$ cat src/pkg/pwm_defs.svh
// Register indices, field positions, reset values and timing counts
`ifndef PWM_DEFS_SVH
`define PWM_DEFS_SVH

// Register indices; byte address is four times the index
`define PWM_ADDR_W        12
`define PWM_IDX_GINT      8'h0b
`define PWM_IDX_PIFLAG    8'h0c
`define PWM_IDX_TCOUNT    8'h11
`define PWM_IDX_TCTRL     8'h12
`define PWM_IDX_DLOW      8'h15
`define PWM_IDX_DHIGH     8'h16
`define PWM_IDX_MCTRL     8'h17
`define PWM_IDX_DIR       8'h86
`define PWM_IDX_PIEN      8'h8c
`define PWM_IDX_LIMIT     8'h92

// Field positions
`define PWM_MC_DUTY_HI    5
`define PWM_MC_DUTY_LO    4
`define PWM_MC_MODE_HI    3
`define PWM_MC_MODE_MID   2
`define PWM_MC_W          6
`define PWM_TC_W          7
`define PWM_TC_ON         2
`define PWM_TC_PS_HI      1
`define PWM_TC_PS_LO      0
`define PWM_DIR_PIN       3
`define PWM_MODE_PWM      2'b11

// Reset values
`define PWM_RST_ZERO      8'h00
`define PWM_RST_LIMIT     8'hff
`define PWM_RST_DIR       8'hff

// Timing: oscillator period, quarter cycles per instruction, prescale factors
`define PWM_CLK_NS        10
`define PWM_TOSC_NS       10
`define PWM_TOSC_CYC      ((`PWM_TOSC_NS + `PWM_CLK_NS - 1) / `PWM_CLK_NS)
`define PWM_Q_PER_INSTR   4
`define PWM_PS_F1         1
`define PWM_PS_F4         4
`define PWM_PS_F16        16
`define PWM_PS_LAST1      6'(`PWM_Q_PER_INSTR * `PWM_PS_F1 * `PWM_TOSC_CYC - 1)
`define PWM_PS_LAST4      6'(`PWM_Q_PER_INSTR * `PWM_PS_F4 * `PWM_TOSC_CYC - 1)
`define PWM_PS_LAST16     6'(`PWM_Q_PER_INSTR * `PWM_PS_F16 * `PWM_TOSC_CYC - 1)

`endif

$ cat src/pkg/pwm_pkg.sv
// Types shared by the PWM generator modules
package pwm_pkg;

  typedef enum logic [1:0] {
    PS_DIV1   = 2'b00,
    PS_DIV4   = 2'b01,
    PS_DIV16  = 2'b10,
    PS_DIV16B = 2'b11
  } prescale_t;

  typedef enum logic [3:0] {
    SEL_NONE   = 4'h0,
    SEL_GINT   = 4'h1,
    SEL_PIFLAG = 4'h2,
    SEL_TCOUNT = 4'h3,
    SEL_TCTRL  = 4'h4,
    SEL_DLOW   = 4'h5,
    SEL_DHIGH  = 4'h6,
    SEL_MCTRL  = 4'h7,
    SEL_DIR    = 4'h8,
    SEL_PIEN   = 4'h9,
    SEL_LIMIT  = 4'ha
  } reg_sel_t;

endpackage : pwm_pkg

$ cat src/pkg/pwm_core_if.sv
// Signals between the control block, time base and duty buffer
`timescale 1ns/1ps
`default_nettype none
interface pwm_core_if;
  import pwm_pkg::*;
  logic       run;
  prescale_t  ps_sel;
  logic       pre_clr;
  logic       tick;
  logic [1:0] sub_phase;
  logic [7:0] tcount;
  logic       load_en;
  logic       period_end;
  logic [9:0] duty_new;
  logic       shadow_we;
  logic [7:0] shadow_wd;
  logic [9:0] shadow_q;
  logic       match;

  modport base (input run, ps_sel, pre_clr, output tick, sub_phase);
  modport buffer (input load_en, period_end, duty_new, shadow_we, shadow_wd, tcount, sub_phase,
                  output shadow_q, match);
  modport ctl (output run, ps_sel, pre_clr, tcount, load_en, period_end, duty_new, shadow_we, shadow_wd,
               input tick, sub_phase, shadow_q, match);
endinterface : pwm_core_if
`default_nettype wire

$ cat src/core/pwm_period_duty_generator.sv
// PWM generator top: APB registers, period timer and output pin latch
//
// The APB interface to the registers was decided locally.
`timescale 1ns/1ps
`default_nettype none
`include "pwm_defs.svh"
// Summary of operation
// Period is (limit plus one) times four oscillator periods times prescale
// Timer count equal to limit clears the count on next increment
// One clock after that increment the pin sets, unless the duty is zero
// That same increment copies the duty into the shadow register
// Duty is low byte as upper eight bits, control bits 5:4 below
// High time is duty times oscillator period times prescale
// New duty written any time takes effect after current period
// Shadow duty register is read-only to software in PWM mode
// Shadow register plus two-bit latch double buffer the duty
// Pin clears when shadow duty equals count with two fine bits
// Duty longer than period never matches; pin stays high
// Software sets limit, duty, pin direction, prescale, then PWM mode
// Software clears direction bit 3 to make the pin an output
// Prescaler divides by 1, 4 or 16
// Clearing module control forces the output latch low
// Outside PWM mode pin is not driven nor shadow loaded at period end
module pwm_period_duty_generator
  import pwm_pkg::*;
(
  input  wire logic [`PWM_ADDR_W-1:0] paddr,
  input  wire logic                   pclk,
  input  wire logic                   presetn,
  input  wire logic                   psel,
  input  wire logic                   penable,
  input  wire logic                   pwrite,
  input  wire logic [31:0]            pwdata,
  output logic                        pready,
  output logic [31:0]                 prdata,
  output logic                        pslverr,
  output logic                        pwm_pin_o,
  output logic                        pwm_pin_oe
);

  pwm_core_if cif ();

  logic [7:0]            tcount_r;
  logic [`PWM_TC_W-1:0]  tctrl_r;
  logic [7:0]            dlow_r;
  logic [`PWM_MC_W-1:0]  mctrl_r;
  logic [7:0]            dir_r;
  logic [7:0]            limit_r;
  logic                  pready_r;
  logic [31:0]           prdata_r;
  logic                  pslverr_r;
  logic                  pin_r;
  logic                  pin_oe_r;
  logic                  pend_r;
  logic [7:0]            rd_val;
  reg_sel_t              sel;
  logic                  setup;
  logic                  wr_acc;
  logic                  pwm_mode;
  logic                  wrap;
  logic                  mc_zero_wr;

  // ----------------------------------------------------------------
  // APB slave
  // ----------------------------------------------------------------
  function automatic reg_sel_t decode(input logic [`PWM_ADDR_W-1:0] a);
    logic [7:0] idx;
    idx = a[9:2];
    if (a[1:0] != 2'b00 || a[`PWM_ADDR_W-1:10] != 2'b00) begin
      decode = SEL_NONE;
    end else begin
      unique case (idx)
        `PWM_IDX_GINT:   decode = SEL_GINT;
        `PWM_IDX_PIFLAG: decode = SEL_PIFLAG;
        `PWM_IDX_TCOUNT: decode = SEL_TCOUNT;
        `PWM_IDX_TCTRL:  decode = SEL_TCTRL;
        `PWM_IDX_DLOW:   decode = SEL_DLOW;
        `PWM_IDX_DHIGH:  decode = SEL_DHIGH;
        `PWM_IDX_MCTRL:  decode = SEL_MCTRL;
        `PWM_IDX_DIR:    decode = SEL_DIR;
        `PWM_IDX_PIEN:   decode = SEL_PIEN;
        `PWM_IDX_LIMIT:  decode = SEL_LIMIT;
        default:         decode = SEL_NONE;
      endcase
    end
  endfunction : decode

  assign sel    = decode(paddr);
  assign setup  = psel && !penable;
  assign wr_acc = psel && penable && pready_r && pwrite && !pslverr_r;

  always_comb begin
    unique case (sel)
      SEL_TCOUNT: rd_val = tcount_r;
      SEL_TCTRL:  rd_val = {1'b0, tctrl_r};
      SEL_DLOW:   rd_val = dlow_r;
      SEL_DHIGH:  rd_val = cif.shadow_q[9:2];
      SEL_MCTRL:  rd_val = {2'b00, mctrl_r};
      SEL_DIR:    rd_val = dir_r;
      SEL_LIMIT:  rd_val = limit_r;
      default:    rd_val = `PWM_RST_ZERO;
    endcase
  end

  always_ff @(posedge pclk or negedge presetn) begin
    if (!presetn) begin
      pready_r  <= 1'b0;
      prdata_r  <= 32'h0000_0000;
      pslverr_r <= 1'b0;
    end else if (setup) begin
      pready_r  <= 1'b1;
      prdata_r  <= {24'h00_0000, rd_val};
      pslverr_r <= (sel == SEL_NONE);
    end else begin
      pready_r  <= 1'b0;
      pslverr_r <= 1'b0;
    end
  end

  assign pready  = pready_r;
  assign prdata  = prdata_r;
  assign pslverr = pslverr_r;

  // ----------------------------------------------------------------
  // Software registers
  // ----------------------------------------------------------------
  always_ff @(posedge pclk or negedge presetn) begin
    if (!presetn) begin
      tctrl_r <= `PWM_TC_W'(`PWM_RST_ZERO);
    end else if (wr_acc && sel == SEL_TCTRL) begin
      tctrl_r <= pwdata[`PWM_TC_W-1:0];
    end
  end

  always_ff @(posedge pclk or negedge presetn) begin
    if (!presetn) begin
      dlow_r <= `PWM_RST_ZERO;
    end else if (wr_acc && sel == SEL_DLOW) begin
      dlow_r <= pwdata[7:0];
    end
  end

  always_ff @(posedge pclk or negedge presetn) begin
    if (!presetn) begin
      mctrl_r <= `PWM_MC_W'(`PWM_RST_ZERO);
    end else if (wr_acc && sel == SEL_MCTRL) begin
      mctrl_r <= pwdata[`PWM_MC_W-1:0];
    end
  end

  always_ff @(posedge pclk or negedge presetn) begin
    if (!presetn) begin
      dir_r <= `PWM_RST_DIR;
    end else if (wr_acc && sel == SEL_DIR) begin
      dir_r <= pwdata[7:0];
    end
  end

  always_ff @(posedge pclk or negedge presetn) begin
    if (!presetn) begin
      limit_r <= `PWM_RST_LIMIT;
    end else if (wr_acc && sel == SEL_LIMIT) begin
      limit_r <= pwdata[7:0];
    end
  end

  // ----------------------------------------------------------------
  // Period timer
  // ----------------------------------------------------------------
  assign pwm_mode   = (mctrl_r[`PWM_MC_MODE_HI:`PWM_MC_MODE_MID] == `PWM_MODE_PWM);
  assign wrap       = (tcount_r == limit_r);
  assign mc_zero_wr = wr_acc && sel == SEL_MCTRL && pwdata[`PWM_MC_W-1:0] == `PWM_MC_W'(`PWM_RST_ZERO);

  assign cif.run     = tctrl_r[`PWM_TC_ON];
  assign cif.ps_sel  = prescale_t'(tctrl_r[`PWM_TC_PS_HI:`PWM_TC_PS_LO]);
  assign cif.pre_clr = wr_acc && (sel == SEL_TCOUNT || sel == SEL_TCTRL);
  assign cif.tcount  = tcount_r;

  always_ff @(posedge pclk or negedge presetn) begin
    if (!presetn) begin
      tcount_r <= `PWM_RST_ZERO;
    end else if (wr_acc && sel == SEL_TCOUNT) begin
      tcount_r <= pwdata[7:0];
    end else if (cif.tick) begin
      tcount_r <= wrap ? `PWM_RST_ZERO : tcount_r + 8'h01;
    end
  end

  pwm_time_base u_time_base (
    .pclk    (pclk),
    .presetn (presetn),
    .cif     (cif)
  );

  // ----------------------------------------------------------------
  // Duty buffering and output latch
  // ----------------------------------------------------------------
  assign cif.period_end = cif.tick && wrap && !cif.pre_clr;
  assign cif.load_en    = pwm_mode;
  assign cif.duty_new   = {dlow_r, mctrl_r[`PWM_MC_DUTY_HI:`PWM_MC_DUTY_LO]};
  assign cif.shadow_we  = wr_acc && sel == SEL_DHIGH && !pwm_mode;
  assign cif.shadow_wd  = pwdata[7:0];

  pwm_duty_buffer u_duty_buffer (
    .pclk    (pclk),
    .presetn (presetn),
    .cif     (cif)
  );

  // Aligns the set with the fine position so high time is exactly duty steps
  always_ff @(posedge pclk or negedge presetn) begin
    if (!presetn) begin
      pend_r <= 1'b0;
    end else begin
      pend_r <= cif.period_end && pwm_mode;
    end
  end

  always_ff @(posedge pclk or negedge presetn) begin
    if (!presetn) begin
      pin_r <= 1'b0;
    end else if (mc_zero_wr) begin
      pin_r <= 1'b0;
    end else if (pwm_mode) begin
      if (cif.match) begin
        pin_r <= 1'b0;
      end else if (pend_r && cif.shadow_q != 10'h000) begin
        pin_r <= 1'b1;
      end
    end
  end

  always_ff @(posedge pclk or negedge presetn) begin
    if (!presetn) begin
      pin_oe_r <= 1'b0;
    end else begin
      pin_oe_r <= pwm_mode && !dir_r[`PWM_DIR_PIN];
    end
  end

  assign pwm_pin_o  = pin_r;
  assign pwm_pin_oe = pin_oe_r;

  // ----------------------------------------------------------------
  // Checks
  // ----------------------------------------------------------------
  logic [15:0] per_cnt_r;
  logic        steady_r;
  logic [15:0] per_exp;

  always_comb begin
    unique case (cif.ps_sel)
      PS_DIV1:             per_exp = 16'(({8'h00, limit_r} + 16'h0001) * `PWM_Q_PER_INSTR * `PWM_PS_F1);
      PS_DIV4:             per_exp = 16'(({8'h00, limit_r} + 16'h0001) * `PWM_Q_PER_INSTR * `PWM_PS_F4);
      PS_DIV16, PS_DIV16B: per_exp = 16'(({8'h00, limit_r} + 16'h0001) * `PWM_Q_PER_INSTR * `PWM_PS_F16);
    endcase
  end

  always_ff @(posedge pclk or negedge presetn) begin
    if (!presetn) begin
      per_cnt_r <= 16'h0000;
      steady_r  <= 1'b0;
    end else begin
      per_cnt_r <= pend_r ? 16'h0001 : per_cnt_r + 16'h0001;
      steady_r  <= (wr_acc || !pwm_mode) ? 1'b0 : (pend_r ? 1'b1 : steady_r);
    end
  end
endmodule : pwm_period_duty_generator
`default_nettype wire

$ cat src/core/pwm_time_base.sv
// Quarter-cycle and prescale divider giving the timer increment enable
`timescale 1ns/1ps
`default_nettype none
`include "pwm_defs.svh"
module pwm_time_base
  import pwm_pkg::*;
(
  input wire logic pclk,
  input wire logic presetn,
  pwm_core_if.base cif
);

  logic [5:0] pre_r;
  logic [5:0] last;

  function automatic logic [5:0] ps_last(input prescale_t ps);
    unique case (ps)
      PS_DIV1:            ps_last = `PWM_PS_LAST1;
      PS_DIV4:            ps_last = `PWM_PS_LAST4;
      PS_DIV16, PS_DIV16B: ps_last = `PWM_PS_LAST16;
    endcase
  endfunction : ps_last

  assign last     = ps_last(cif.ps_sel);
  assign cif.tick = cif.run && (pre_r == last);

  always_comb begin
    unique case (cif.ps_sel)
      PS_DIV1:             cif.sub_phase = pre_r[1:0];
      PS_DIV4:             cif.sub_phase = pre_r[3:2];
      PS_DIV16, PS_DIV16B: cif.sub_phase = pre_r[5:4];
    endcase
  end

  always_ff @(posedge pclk or negedge presetn) begin
    if (!presetn) begin
      pre_r <= 6'h00;
    end else if (cif.pre_clr) begin
      pre_r <= 6'h00;
    end else if (cif.tick) begin
      pre_r <= 6'h00;
    end else if (cif.run) begin
      pre_r <= pre_r + 6'h01;
    end
  end
endmodule : pwm_time_base
`default_nettype wire

$ cat src/core/pwm_duty_buffer.sv
// Double-buffered duty value and its match against the fine timer position
`timescale 1ns/1ps
`default_nettype none
module pwm_duty_buffer
  import pwm_pkg::*;
(
  input wire logic   pclk,
  input wire logic   presetn,
  pwm_core_if.buffer cif
);

  logic [9:0] shadow_r;

  always_ff @(posedge pclk or negedge presetn) begin
    if (!presetn) begin
      shadow_r <= 10'h000;
    end else if (cif.load_en && cif.period_end) begin
      shadow_r <= cif.duty_new;
    end else if (cif.shadow_we) begin
      shadow_r[9:2] <= cif.shadow_wd;
    end
  end

  assign cif.shadow_q = shadow_r;
  assign cif.match    = (shadow_r == {cif.tcount, cif.sub_phase});
endmodule : pwm_duty_buffer
`default_nettype wire

$ cat config.mk
export PLATFORM = sky130hd
export DESIGN_NAME = pwm_period_duty_generator
export DESIGN_NICKNAME = d
export VERILOG_FILES = /design/src/pkg/pwm_pkg.sv /design/src/pkg/pwm_core_if.sv /design/src/core/pwm_period_duty_generator.sv /design/src/core/pwm_time_base.sv /design/src/core/pwm_duty_buffer.sv
export VERILOG_INCLUDE_DIRS = /design/src /design/src/pkg
export SDC_FILE = /design/constraint.sdc
export NUM_CORES = 1
export LEC_CHECK = 0
export BUFFER_PORTS_ARGS = -buffer_cell sky130_fd_sc_hd__buf_2
export CAP_MARGIN = 20
export CORE_ASPECT_RATIO = 1.4
export CORE_MARGIN = 2
export CORE_UTILIZATION = 32
export CTS_BUF_LIST = sky130_fd_sc_hd__clkbuf_16
export DETAILED_ROUTE_END_ITERATION = 10
export PLACE_DENSITY_LB_ADDON = 0.05
export SLEW_MARGIN = 20
export SYNTH_ARGS = -nofsm -noshare
export SYNTH_HDL_FRONTEND = slang
export SYNTH_SLANG_ARGS = --single-unit
$ cat constraint.sdc
create_clock -name pclk -period 3.2 [get_ports pclk]
set_clock_uncertainty 0.1 [all_clocks]
set_input_delay 0.32 -clock pclk [delete_from_list [all_inputs] [get_ports pclk]]
set_output_delay 0.32 -clock pclk [all_outputs]
set_load 0.05 [all_outputs]
==> flow_metrics.tcl, run 1 <==
set metrics [dict create \
    finalHoldViolCount 0 \
    leading_cell_type_in_the_layout_fill_and_taps_excluded "dfrtp_1" \
    most_frequent_cells_in_the_layout "58 x dfrtp_1, 51 x mux2_2, 35 x buf_2" \
    avgViaCountPerCell 5.440 \
    synth.avg_cell_area_um2 10.13 \
    antenna_found_initial 0 \
    critPathLaunchType "flip-flop" \
    detailedPlacementHpwl_um 11420 \
    clk_latency_ps 340 \
    synth_async_sr_flop_share_pct 100.0 \
    setup_crit_path_kind "reg2reg" \
    synth-seq-cells 74 \
    first_pass_grt_wire_length_um 23000 \
    total_number_of_nets_in_the_final_design 568 \
    num_rows 52 \
    via_count 3857 \
    total_leakage_power_nw 2.370 \
    remaining_drc_errors 0 \
    gp_congestion 0.8301 \
    antenna_violation_net_count_after_detailed_routing 0 \
    tritoncts_clock_tree "yes" \
    die_w_um 107.3 \
    grt_overflow 0 \
    synth-adder-area-share_pct 1.046 \
    worstPathBufferInverterCount 1 \
    worst_ep_arrival_time_ps 2790 \
    crit_path_frequent_cell "a21oi_1" \
    cts-buffers-inserted 9 \
    fp.dieArea_mm2 0.01596 \
    floorplan.initialDensity_pct 32.97 \
    syn_area_mm2 0.004783 \
    detail_route.first_pass.iterations 4 \
    syn2layout_area_growth_pct 14.44 \
    grt_util_all_layers_pct 19.46 \
    cts-root-buf "clkbuf_16" \
    post_route_cells_drive_above_1_share_pct 30.96 \
    worst-path-max-fanout 12 \
    yosysUniqueCellTypes 85 \
    synth-warning-count 0 \
    ir_drop_mv 0.3404 \
    final-max-slew-violation-count 0 \
    rsz_0062_raised_after_global_routing "false" \
    post_cts_resized 0 \
    cts_buffer_depth 2 \
    die_y_um 148.7 \
    worst_ep_required_time_ps 3360 \
    post_synth_and_or_nand_nor_area_fraction_pct 18.68 \
    setup_tns_ps 0 \
    drv_cap 0 \
    worst_setup_hold_path_clk_slew_ps 60 \
    worst-slew-pin-transition_ps 970.8 \
    htreeDepth 3 \
    ys_dominant_reg_cell "dfrtp_1" \
    floorplan_core_area_mm2 0.01451 \
    largest_family_of_logic_cells_by_synthesized_area "simple AND/OR/NAND/NOR gates" \
    route.final.wire_length_um 15160 \
    io_pins 85 \
    first_iteration_detailed_routing_drc_count 257 \
    grt_pass1_vias 3821 \
    muxShareOfSynthArea_pct 13.29 \
    synth_compound_area_share_pct 15.72 \
    hold_class "in2async" \
    num_antenna_cells 0 \
    placement.setup.worst_slack_ps 412.6 \
    timing.final.crit_share_pct 82.31 \
    filler_cell_count 1479 \
    seqCellArea_mm2 0.001872 \
    multi_input_area_mm2 0.002649 \
    post-cts-setup-buffer-count 0 \
    cp_slowest_stage_delay_ps 540 \
    cell_class_contributing_the_biggest_share_of_worst_path_delay "compound AO/OA/AOI/OAI gates" \
    grt_max_degree 75 \
    cell_by_cell_listing_of_the_critical_path "or4_1, a2111o_1, buf_4, a21oi_1, a31oi_1, a21oi_1" \
    clock_sinks 74 \
    final_worst_slack_ps 566.0 \
    outcome "completed" \
    synth_xor_area_share_pct 4.761 \
    syn-instance-count 472 \
    synth_sequential_area_ratio_pct 39.13 \
    port_buffers 36 \
    critical-path-slowest-cell "or4_1" \
    critical_path.endpoint_type "flip-flop" \
    wl_per_cell_um 21.39 \
    setup_viol_count_final 0 \
    slew-limit-headroom_pct 35.28 \
    fin_crit_ps 2634 \
    max_freq_mhz 379.7 \
    powerDensity_mw_per_mm2 409.2 \
    ctsHoldBuffers 0 \
    number_of_synthesized_flops_with_an_enable_pin 0 \
]
==> metrics by stage <==
step,util [%],std cells,total power [mW],cell area [µm²],hold slack (ps)
detailed placement,35.52,693,1.160,5154,388.9
finish,37.73,709,2.240,5474,33.59
global placement,35.52,693,1.159,5154,388.2
floorplan,-,495,1.107,4870,-75.59
CTS,37.73,709,2.260,5474,76.81
global route,37.73,709,2.322,5474,121.6
==> routing by layer <==
metal	up-vias	wire, µm	GRT usage, %
met5	-	0	0
met4	0	371	7.244
li1	1796	-	-
met1	1937	6581	24.69
met2	103	7683	33.61
met3	21	527	2.585
==> flip-flops by register name, summed over array words and instances, names as in the netlist <==
signal / count
pend_r: 1
pslverr: 1
dir_r: 8
u_time_base.pre_r: 6
cif.tcount: 8
u_duty_buffer.cif.shadow_q: 10
limit_r: 8
prdata: 8
pwm_pin_o: 1
dlow_r: 8
pwm_pin_oe: 1
mctrl_r: 6
tctrl_r: 7
pready: 1
==> kinds of logic after synthesis <==
logic type	count (synthesis)
AOI/OAI and AO/OA	103
other	1
xor gates and xnor gates	26
and+or+nand+nor	143
DFF	74
buffers and inverters	64
adders and majority gates	4
muxes	57
==> final cells by class <==
class                           count  share of cell area [%]
Multi-Input combinational cell    357                   48.39
Inverter                           17                   1.166
Tap cell                          189                   4.320
Timing Repair Buffer               56                   6.080
Clock buffer                        9                   4.114
Sequential cell                    74                   34.19
Clock inverter                      7                   1.737
==> power breakdown <==
part           leakage (nW)  internal (mW)  switching, mW
Clock                 0.149          0.681          0.416
Combinational          1.28         0.0390          0.164
Sequential            0.938          0.938        0.00171
Total                  2.37           1.66          0.581
==> cell usage after synthesis, drive strengths merged (6+ instances only) <==
master | n | area, µm²
dfrtp | 58 | 1451
mux2 | 52 | 585.6
buf | 35 | 239.0
nor2 | 30 | 115.1
nand3 | 26 | 130.1
a21oi | 24 | 120.1
o21ai | 20 | 100.1
inv | 17 | 63.81
dfstp | 16 | 420.4
nand2 | 15 | 58.81
xor2 | 14 | 122.6
clkbuf | 12 | 46.29
xnor2 | 12 | 105.1
a31oi | 10 | 62.56
nand4 | 10 | 62.56
nor4 | 10 | 102.6
a21o | 7 | 52.55
nor3 | 7 | 62.56
nor4bb | 6 | 60.06
==> path summary, 6_finish.rpt <==
check / startpoint / endpoint / slack (ps) / depth (start not counted)
setup reg to reg: u_time_base.pre_r[2] / cif.tcount[4] / 570 / 6
hold reg to reg: dir_r[3] / pwm_pin_oe / 400 / 1
max in group asynchronous: presetn / u_time_base.pre_r[3] / 2330 / 1
setup / recovery: u_time_base.pre_r[2] / cif.tcount[4] / 570 / 6
min in group pclk: pwdata[7] / limit_r[7] / 230 / 3
hold / removal: presetn / tctrl_r[5] / 30 / 1
(Power assumes the default switching activity.)
==> run 2, diff against run 1 <==
Clock period 3.2 ns to 2.35 ns, I/O delays scaled along.
==> run 2 against run 1 <==
Setup slack worse by 520 ps. Sequential share of layout area down 3.0 points. Routed wire length up 4.5%. Register-to-register slack worse by 520 ps. Clock power up 25%. Final cell count up 8.6%. Die area unchanged. Clock-buffer cell count unchanged. Via count up 6.0%. Flip-flop and latch count unchanged. First-iteration DRC count down 26%. Critical path depth unchanged.
==> flow_metrics.tcl, run 2 (same netlist as run 1, synthesis figures left out) <==
set metrics [dict create \
    die_w_um 107.3 \
    die_y_um 148.7 \
    via_count 4087 \
    cts_buffer_depth 2 \
    remaining_drc_errors 0 \
    worst_setup_hold_path_clk_slew_ps 60 \
    setup_crit_path_kind "reg2reg" \
    setup_viol_count_final 0 \
    timing.final.crit_share_pct 98.24 \
    worst-path-max-fanout 10 \
    largest_register_ffs 10 \
    wl_per_cell_um 20.58 \
    clock_sinks 74 \
    rsz_0062_raised_after_global_routing "true" \
    worst-slew-pin-transition_ps 638.8 \
    critical_path.endpoint_type "flip-flop" \
    grt_util_all_layers_pct 20.70 \
    placement.cell_area_mm2 0.005677 \
    critPathLaunchType "flip-flop" \
    most_frequent_cells_in_the_layout "76 x buf_4, 57 x dfrtp_1, 51 x mux2_2" \
    floorplan_core_area_mm2 0.01451 \
    slew-limit-headroom_pct 56.88 \
    post_route_cells_drive_above_1_share_pct 38.73 \
    placed_cells 753 \
    tritoncts_clock_tree "yes" \
    syn2layout_area_growth_pct 25.37 \
    final_area_mm2 0.005997 \
    grt_pass1_vias 4119 \
    hold_class "in2reg" \
    post-cts-setup-buffer-count 0 \
    route.final.wire_length_um 15850 \
    worst_ep_arrival_time_ps 2430 \
    total_number_of_nets_in_the_final_design 629 \
    gp_congestion 0.8770 \
    cts-buffers-inserted 9 \
    powerDensity_mw_per_mm2 495.4 \
    final-max-slew-violation-count 0 \
    total_leakage_power_nw 2.696 \
    outcome "completed" \
    floorplan.initialDensity_pct 32.97 \
    avgViaCountPerCell 5.308 \
    antenna_violation_net_count_after_detailed_routing 0 \
    worst_ep_required_time_ps 2470 \
    leading_cell_type_in_the_layout_fill_and_taps_excluded "buf_4" \
    cts-root-buf "clkbuf_16" \
    detailedPlacementHpwl_um 12470 \
    first_iteration_detailed_routing_drc_count 191 \
    num_antenna_cells 0 \
    fin_cells 770 \
    drv_cap 0 \
    grt_overflow 0 \
    port_buffers 36 \
    regToRegSetupSlack_ps 40 \
    max_freq_mhz 433.2 \
    fp.dieArea_mm2 0.01596 \
    ir_drop_mv 0.4070 \
    fin_worst_hold_slack_ps 142.4 \
    first_pass_grt_wire_length_um 24410 \
    clk_latency_ps 340 \
    num_rows 52 \
    finalHoldViolCount 0 \
    detail_route.first_pass.iterations 4 \
    grt_max_degree 39 \
    htreeDepth 3 \
    fin_crit_ps 2309 \
    antenna_found_initial 0 \
    io_pins 85 \
]
==> run 2: layout make-up <==
| cell class | count | area [µm²] |
|---|---|---|
| well taps | 189 | 236.5 |
| multi-input cells | 357 | 2674 |
| repair buffers | 117 | 855.8 |
| flip-flops and latches | 74 | 1873 |
| clock inverters | 7 | 68.82 |
| clock buffers | 9 | 225.2 |
| fillers | 1464 | 8512 |
| inverters | 17 | 63.81 |
==> run 2: worst paths after layout <==
kind | end | cells after the start | start
worst max-delay path | u_duty_buffer.cif.shadow_q[0] | 6 | u_time_base.pre_r[2]
worst min-delay path | limit_r[7] | 3 | pwdata[7]
worst min register to register | pwm_pin_oe | 1 | dir_r[3]
worst max register to register | u_duty_buffer.cif.shadow_q[0] | 6 | u_time_base.pre_r[2]
max in group asynchronous | limit_r[7] | 3 | presetn
min in group asynchronous | dlow_r[3] | 2 | presetn
==> run 2: critical path, cell delays in order (launching register included) <==
cell,delay (ps)
dfrtp_1,370
or4_4,520
a2111o_1,470
nor2_4,140
o2111ai_4,120
buf_12,180
mux2_4,290
==> run 2: repair_timing <==
action,CTS,global route
resized for setup,0,4
pin swaps,1,0
hold endpoints to repair,33,0
endpoints found under the setup margin,1,17
hold buffers,1,0
==> run 2: through the flow <==
| stage | total power [mW] | utilization, % | setup TNS, ps | setup slack (ps) |
|---|---|---|---|---|
| 6_report | 2.971 | 41.33 | 0 | 41.45 |
| 5_1_grt | 3.093 | 41.33 | -239.8 | -53.71 |
| 4_1_cts | 3.018 | 41.22 | 0 | 9.663 |
| 3_5_place_dp | 1.620 | 39.13 | -1138 | -54.09 |
| 3_3_place_gp | 1.618 | 39.13 | -785.0 | -47.21 |
| 2_1_floorplan | 1.508 | - | 0 | 0.5360 |
==> run 2: where the power goes <==
part | switching, mW | internal (mW)
Sequential | 0.00180 | 1.28
Combinational | 0.234 | 0.0837
Clock | 0.553 | 0.820
Total | 0.789 | 2.18
==> run 2: routing by layer <==
layer | track usage (%) | share of wire (%) | vias up
met4 | 7.949 | 2.7 | 0
li1 | - | - | 1929
met5 | 0 | 0 | -
met3 | 2.980 | 3.5 | 23
met2 | 36.30 | 52 | 96
met1 | 25.53 | 42 | 2039
==> run 3, diff against run 2 <==
Settings changed: CORE_UTILIZATION 32 to 51, SYNTH_HIERARCHICAL set to 1.
==> run 3 against run 2 <==
Via count shrank 7.0%. Area after synthesis is 5.7% lower. Largest power group is now sequential cells. Maximum frequency rose by 4.3%. Clock power fell by 12%. Setup slack better by 96 ps. Highest routed layer unchanged.
==> flow_metrics.tcl, run 3 <==
set metrics [dict create \
    outcome "completed" \
    number_of_synthesized_flops_with_an_enable_pin 0 \
    p_sw_mw 0.7181 \
    setup_tns_ps 0 \
    syn_area_mm2 0.004512 \
    cts-root-buf "clkbuf_16" \
    drv_cap 0 \
    detail_route.first_pass.iterations 5 \
    hold_class "in2reg" \
    worst-slew-pin-transition_ps 1023 \
    worst_ep_required_time_ps 2470 \
    max_freq_mhz 451.9 \
    final_worst_slack_ps 137.3 \
    finalHoldViolCount 0 \
    antenna_found_initial 0 \
    worst-path-max-fanout 8 \
    report.power.total_mw 2.758 \
    die_w_um 83.49 \
    ys_dominant_reg_cell "dfrtp_1" \
    power_frac_comb_pct 10.1 \
    port_buffers 36 \
    fin_crit_ps 2213 \
    power.internal_mw 2.040 \
    post_route_cells_drive_above_1_share_pct 33.94 \
    num_antenna_cells 0 \
    grt_overflow 0 \
    final-max-slew-violation-count 0 \
    synth_sequential_area_ratio_pct 41.49 \
    rsz_0062_raised_after_global_routing "false" \
    total_leakage_power_nw 2.319 \
    largest_register_ffs 10 \
    fp.dieArea_mm2 0.009626 \
    powerDensity_mw_per_mm2 508.2 \
    grt_util_all_layers_pct 27.53 \
    detailedPlacementHpwl_um 9397 \
    htreeDepth 3 \
    grt_pass1_vias 3845 \
    synth.top_cells.by_count "58 x dfrtp_1, 37 x nand2_1, 36 x mux2_2, 36 x nor2_1, 26 x buf_4" \
    main_area_contributors_after_synthesis "dfrtp_1 32%, dfstp_2 9.3%, mux2_2 9.0%" \
    grt_max_degree 75 \
    worst_setup_hold_path_clk_slew_ps 60 \
    critical_path.endpoint_type "flip-flop" \
    floorplan_core_area_mm2 0.008608 \
    synth_async_sr_flop_share_pct 100.0 \
    clk_latency_ps 340 \
    yosysUniqueCellTypes 65 \
    antenna_violation_net_count_after_detailed_routing 0 \
    remaining_drc_errors 0 \
    power.switching_fraction_pct 26.04 \
    clock_sinks 74 \
    route.final.wire_length_um 12650 \
    wl_per_cell_um 19.37 \
    via_count 3801 \
    tritoncts_clock_tree "yes" \
    avgViaCountPerCell 5.821 \
    first_pass_grt_wire_length_um 20220 \
    top_count_cell_post_synth "dfrtp_1" \
    yosysTopAreaCell "dfrtp_1" \
    synth-seq-cells 74 \
    slew-limit-headroom_pct 31.83 \
    synth-warning-count 6 \
    gp_congestion 0.8657 \
    setup_crit_path_kind "in2reg" \
    io_pins 85 \
    synth.avg_cell_area_um2 10.03 \
    post-cts-setup-buffer-count 0 \
    first_iteration_detailed_routing_drc_count 167 \
    share_clk_of_total_power_pct 43.4 \
    synth_top_area_share_pct 32.17 \
    setup_viol_count_final 0 \
    die_y_um 115.3 \
    syn-instance-count 450 \
    cts_buffer_depth 2 \
    worst_ep_arrival_time_ps 2330 \
    floorplan.initialDensity_pct 52.41 \
    placement.setup.worst_slack_ps -242.7 \
    total_number_of_nets_in_the_final_design 594 \
    fin_worst_hold_slack_ps 140.6 \
    num_rows 40 \
    seq_power_share_pct 46.5 \
    syn2layout_area_growth_pct 20.27 \
    timing.final.crit_share_pct 94.16 \
    critPathLaunchType "input pin" \
    most_frequent_cells_in_the_layout "62 x buf_4, 58 x dfrtp_1, 37 x nand2_1" \
    leading_cell_type_in_the_layout_fill_and_taps_excluded "buf_4" \
    ir_drop_mv 0.3939 \
    cts-buffers-inserted 9 \
]
[run 3: final cells by class]
type	count	area, µm²
fill	774	3182
multi-input combinational	345	2427
sequential	74	1872
timing repair buffer	100	690.7
clock buffer	9	225.2
tap	105	131.4
inverter	13	48.80
clock inverter	7	31.28
[run 3: cells by family after synthesis]
kind of cell               count (synthesis)  synth area share, %
xor gates and xnor gates                  24                4.659
muxes                                     50                12.31
other                                      1              0.08311
buffers and inverters                     54                7.349
adders and majority gates                  2               0.5545
AOI/OAI and AO/OA                         98                15.50
DFF                                       74                41.49
and+or+nand+nor                          147                18.05
[run 3: routing by layer]
layer,GRT usage (%),up-vias,share of wire [%]
met2,47.63,108,51
li1,-,1782,-
met3,5.599,26,4.2
met5,0,-,0
met4,12.26,0,3.2
met1,33.43,1885,42
[run 3: worst max-delay path, cell delays in order]
cell	delay, ps
buf_2	90
or4_4	590
a2111oi_1	370
buf_4	190
nand3_1	90
nor3_1	200
buf_4	250
mux2i_1	220
o21ai_0	90
[run 3: path summary, 6_finish.rpt]
check	slack (ps)	cells after the start	to	start
max	140	9	u_duty_buffer/cif.shadow_q[6]	paddr[1]
min	140	3	cif.tcount[6]	pwdata[6]
max reg2reg	210	9	u_duty_buffer/cif.shadow_q[3]	pslverr
min reg2reg	410	1	pwm_pin_oe	dir_r[3]
max in group asynchronous	1070	2	prdata[6]	presetn
min in group asynchronous	480	2	mctrl_r[2]	presetn
[run 3: through the flow]
stage	util, %	cells	instance area, µm²
floorplan	-	473	4642
global placement	59.93	636	5159
detailed placement	59.93	636	5159
CTS	63.02	653	5425
global route	63.04	653	5426
finish	63.04	653	5426
[run 3: repair_timing]
item                                   in CTS  in global routing
endpoints found under the hold margin      58                  0
hold buffers                                1                  0
setup endpoints to repair                   0                  4
resized for setup                           0                  2
[run 3: power by group through the flow]
| stage | Combinational [mW] | Sequential (mW) | Clock, mW |
|---|---|---|---|
| final | 0.279 | 1.28 | 1.20 |
| after global routing | 0.299 | 1.28 | 1.29 |
| after CTS | 0.278 | 1.28 | 1.21 |
| after detailed placement | 0.276 | 1.30 | 0 |
| after global placement | 0.273 | 1.30 | 0 |
| after floorplan | 0.175 | 1.32 | 0 |
